## config.mk

```make
export PLATFORM = sky130hd
export DESIGN_NAME = user_pattern_seq
export DESIGN_NICKNAME = d
export VERILOG_FILES = /design/src/tps_pkg.sv /design/src/user_pattern_seq.sv
export SDC_FILE = /design/constraint.sdc
export NUM_CORES = 1
export LEC_CHECK = 0
export CORE_MARGIN = 3
export CORE_UTILIZATION = 56
export CTS_CLUSTER_DIAMETER = 200
export DETAILED_ROUTE_END_ITERATION = 7
export DONT_BUFFER_PORTS = 1
export GPL_ROUTABILITY_DRIVEN = 0
export HOLD_SLACK_MARGIN = 0.1
export PLACE_DENSITY = 0.71
export SYNTH_ARGS = -nofsm -noshare
export SYNTH_HDL_FRONTEND = slang
export SYNTH_SLANG_ARGS = --single-unit
export TNS_END_PERCENT = 30
```

## constraint.sdc

```tcl
create_clock -name clk_i -period 1.4 [get_ports clk_i]
set_input_delay 0.28 -clock clk_i [delete_from_list [all_inputs] [get_ports clk_i]]
set_output_delay 0.28 -clock clk_i [all_outputs]
set_load 0.005 [all_outputs]
```

## src/tps_pkg.sv

```systemverilog
// Purpose: Types shared by the register bank and its pattern sequencer.
// Assumes: Constants live in tps_regs_cfg.svh.
// Notes: One-hot sequencer states.
package tps_pkg;
    typedef enum logic [5:0] {
        SEQ_IDLE = 6'h01,
        SEQ_P1 = 6'h02,
        SEQ_P2 = 6'h04,
        SEQ_P3 = 6'h08,
        SEQ_P4 = 6'h10,
        SEQ_ZERO = 6'h20
    } seq_state_e;
    typedef logic [15:0] pat_word_t;
endpackage : tps_pkg

```

## src/user_pattern_seq.sv

```systemverilog
// Purpose: Steps through the four user pattern words once per sample enable.
// Assumes: Inputs come from logic on clk_i; sample_en_i is a one-cycle pulse.
// Notes: Single mode stops on zeros until user mode is left.
`timescale 1ns/1ps
`default_nettype none
module user_pattern_seq #(
    parameter int WORD_W = 16
) (
    input wire logic clk_i,                   // Core clock.
    input wire logic rst_b_i,                 // Asynchronous reset, active low.
    input wire logic user_mode_i,             // Generator is in user mode.
    input wire logic single_i,                // One pass of the four words, then zeros.
    input wire logic sample_en_i,             // One-cycle sample clock enable.
    input wire logic [4*WORD_W-1:0] words_i,  // Words 4..1, word 1 in the low bits.
    output logic [WORD_W-1:0] data_o,         // Current test word.
    output logic active_o                     // Sequencer is driving a pattern word.
);
    tps_pkg::seq_state_e state_q, state_d;
    logic [WORD_W-1:0] data_q, data_d;

    always_comb begin
        state_d = state_q;
        data_d = data_q;
        if (!user_mode_i) begin
            state_d = tps_pkg::SEQ_IDLE;
            data_d = '0;
        end else if (sample_en_i) begin
            case (state_q)
                tps_pkg::SEQ_IDLE: state_d = tps_pkg::SEQ_P1;
                tps_pkg::SEQ_P1: state_d = tps_pkg::SEQ_P2;
                tps_pkg::SEQ_P2: state_d = tps_pkg::SEQ_P3;
                tps_pkg::SEQ_P3: state_d = tps_pkg::SEQ_P4;
                tps_pkg::SEQ_P4: state_d = single_i ? tps_pkg::SEQ_ZERO : tps_pkg::SEQ_P1;
                tps_pkg::SEQ_ZERO: state_d = tps_pkg::SEQ_ZERO;
                default: state_d = tps_pkg::SEQ_IDLE;
            endcase
            case (state_d)
                tps_pkg::SEQ_P1: data_d = words_i[WORD_W-1:0];
                tps_pkg::SEQ_P2: data_d = words_i[2*WORD_W-1:WORD_W];
                tps_pkg::SEQ_P3: data_d = words_i[3*WORD_W-1:2*WORD_W];
                tps_pkg::SEQ_P4: data_d = words_i[4*WORD_W-1:3*WORD_W];
                default: data_d = '0;
            endcase
        end
    end

    always_ff @(posedge clk_i or negedge rst_b_i) begin
        if (!rst_b_i) begin
            state_q <= tps_pkg::SEQ_IDLE;
            data_q <= '0;
        end else begin
            state_q <= state_d;
            data_q <= data_d;
        end
    end

    assign data_o = data_q;
    assign active_o = (state_q != tps_pkg::SEQ_IDLE) && (state_q != tps_pkg::SEQ_ZERO);
endmodule : user_pattern_seq
`default_nettype wire

```

==> results.json <==
{
  "ys_types": 33,
  "cpMaxStageDelayCell": "dfstp_2",
  "synth_edf_count": 0,
  "postRouteAntennaNets": 0,
  "cp.arrival_ns": 1.91,
  "hold_viol_final": 0,
  "clkPwrFrac": 0.198,
  "routed_wl_um": 5250,
  "whs_ns": 0.129,
  "final_net_count": 241,
  "cp-start-kind": "register",
  "status": "complete, but fails checks",
  "slew_headroom": 0.304,
  "synth_seq_cells": 22,
  "final_common_cell": "buf_4",
  "cp_max_fo": 8,
  "rows": 17,
  "die_w_um": 56.5,
  "fin_ws_ns": -0.309,
  "synth_nets": 212,
  "die_area_um2": 3190,
  "ys_async_sr_fraction": 1.00,
  "avgRoutedWirePerCell_um": 26.4,
  "violations": "negative setup slack",
  "crit_required_ns": 1.61,
  "post_dp_cell_area_um2": 1490,
  "grt_pass1_vias": 1460,
  "max_cap_viol_count": 0,
  "clk_path_buf_depth": 2,
  "crit_chain": "nor3b_4, o21a_4, a222oi_1, o21ai_2",
  "cts-root-buf": "clkbuf_4",
  "hold_class": "primary input to register",
  "pin_count": 86,
  "die_y_um": 56.5,
  "finalMaxSlewViolations": 0,
  "place_hpwl_um": 2880,
  "netlist_area_um2": 1430,
  "synthCells": 143,
  "grt-busiest-layer": "met2",
  "switching_share": 0.319,
  "core_um2": 2320,
  "initial_core_util": 0.615,
  "track_usage": 0.282,
  "crit_family": "compound AO/OA/AOI/OAI gates",
  "worst-path-buf-inv": 0,
  "comb_power_share": 0.333,
  "reg2reg_depth": 4,
  "end_kind": "register",
  "cts_htree_levels": 1,
  "synthToLayoutAreaGrowth_pct": 29.2,
  "worstMarginPinSlew_ns": 1.04,
  "fin_crit_ns": 1.71,
  "io_buffers": 0,
  "layoutNonFillerInstCount": 199,
  "path_clk_slew_ns": 0.13,
  "p_per_area_nw_per_um2": 840,
  "drt_iter0_markers": 136,
  "pwr-share-seq": 0.469,
  "layout_common_cells": "buf_4, nand2_1, a22o_1",
  "viasPerCell": 7.63,
  "numClockSinks": 22,
  "gr-total-overflow": 0,
  "met1_usage": 0.344,
  "min_path_cells": 1,
  "antenna_found_initial": 0,
  "power_switching_mw": 0.493,
  "crit_cells": 4,
  "grt_pass1_wl_um": 7050,
  "grt_start_max_net_pins": 23,
  "internal_power_mw": 1.05,
  "n_fill_cell": 154,
  "drive_gt1_frac": 0.374,
  "dr.pass1.iters": 5,
  "postLayoutCoreUtil": 0.795,
  "synth-main-ff-cell": "dfrtp_1",
  "vias": 1519,
  "vdd_drop_max_mv": 0.690,
  "drc": 0,
  "power_leakage_nw": 0.796,
  "finalCritPeriodShare": 1.22,
  "cts_tree": "done",
  "cp_slowest_stage_delay_ns": 0.66,
  "gr-usage-met2": 0.459,
  "cts_buffers": 3,
  "placed_cells": 174,
  "clk_latency_ns": 0.32,
  "crit_type": "register to register",
  "ys_seq_area_frac": 0.387,
  "clock_skew_ns": 0.0142,
  "syn_area_per_cell_um2": 9.97,
  "grt_use_met3": 0.0690,
  "fmax_mhz": 585,
  "yosys_warnings": 0,
  "num_antenna_cells": 0,
  "finalSetupViolations": 23,
  "final_area_um2": 1840,
  "rsz0062_at_grt": "true"
}
[timing repair]
action                                 CTS  global route
gates cloned                             3             2
setup endpoints to repair               22            28
pin swaps                               14            19
hold buffers                             3             1
resized for setup                       13            24
endpoints found under the hold margin   25             2
setup buffers                            4             8
[power groups by stage]
stage	logic [mW]	clock network [mW]	registers [mW]
after floorplan	0.273	0	0.715
after detailed placement	0.314	0	0.742
after CTS	0.386	0.309	0.721
after global routing	0.549	0.337	0.730
after global placement	0.305	0	0.740
final	0.515	0.307	0.726
[cells in the mapped netlist, types with 2 or more instances]
master,instances,area share
a21boi_1,2,0.011
a21oi_1,2,0.0070
a222oi_1,16,0.11
a22o_1,17,0.10
buf_2,3,0.011
buf_4,5,0.026
buf_6,6,0.047
clkbuf_1,3,0.0079
dfrtp_1,21,0.37
nand2_1,19,0.050
nand2b_1,2,0.0088
nand3_1,2,0.0070
nor2_1,2,0.0053
nor2b_1,4,0.018
nor3_1,2,0.0070
nor4_4,2,0.030
o21ai_0,2,0.0070
o21ai_1,17,0.060
xor2_1,2,0.012
[sequential cells by signal (all words and copies together) (netlist names)]
name / flops
data_o: 16
state_q: 6
[metrics by stage]
stage	TNS (ns)	power (mW)	setup WS, ns
after detailed placement	-2.17	1.06	-0.138
final	-4.72	1.55	-0.309
after global routing	-6.27	1.62	-0.348
after floorplan	-1.47	0.987	-0.152
after CTS	-2.51	1.42	-0.176
after global placement	-1.94	1.05	-0.118
[kinds of logic after synthesis]
kind of cell,count (synthesis),synth area share
AOI/OAI and AO/OA,62,0.340
and+or+nand+nor,38,0.159
DFF,22,0.387
buffers and inverters,18,0.0947
xor gates and xnor gates,2,0.0123
muxes,1,0.00702
[path summary, 6_finish.rpt]
check                                  startpoint                      to  slack [ns]
setup / recovery           state_q[0]$_DFFE_PN1P_   data_o[8]$_DFFE_PN0P_       -0.31
hold / removal                           single_i  state_q[5]$_DFFE_PN0P_        0.13
setup reg to reg           state_q[0]$_DFFE_PN1P_   data_o[8]$_DFFE_PN0P_       -0.31
hold reg to reg             data_o[4]$_DFFE_PN0P_   data_o[4]$_DFFE_PN0P_        0.53
max in group asynchronous                 rst_b_i  state_q[3]$_DFFE_PN0P_        0.48
min in group asynchronous                 rst_b_i  data_o[11]$_DFFE_PN0P_        0.21
[layer usage]
layer	vias to the layer above	wire [um]	share of wire
met5	-	0	0
met4	0	194	0.037
met3	21	453	0.086
met2	125	2700	0.51
met1	750	1900	0.36
li1	623	-	-
[final cells by class]
cell class,instances,area (um^2),share of cell area
multi-input combinational,107,867,0.470
sequential,22,558,0.303
timing repair buffer,37,353,0.191
tap,28,35.0,0.0190
clock buffer,4,26.3,0.0143
inverter,1,3.75,0.00204
(Power assumes the default switching activity.)
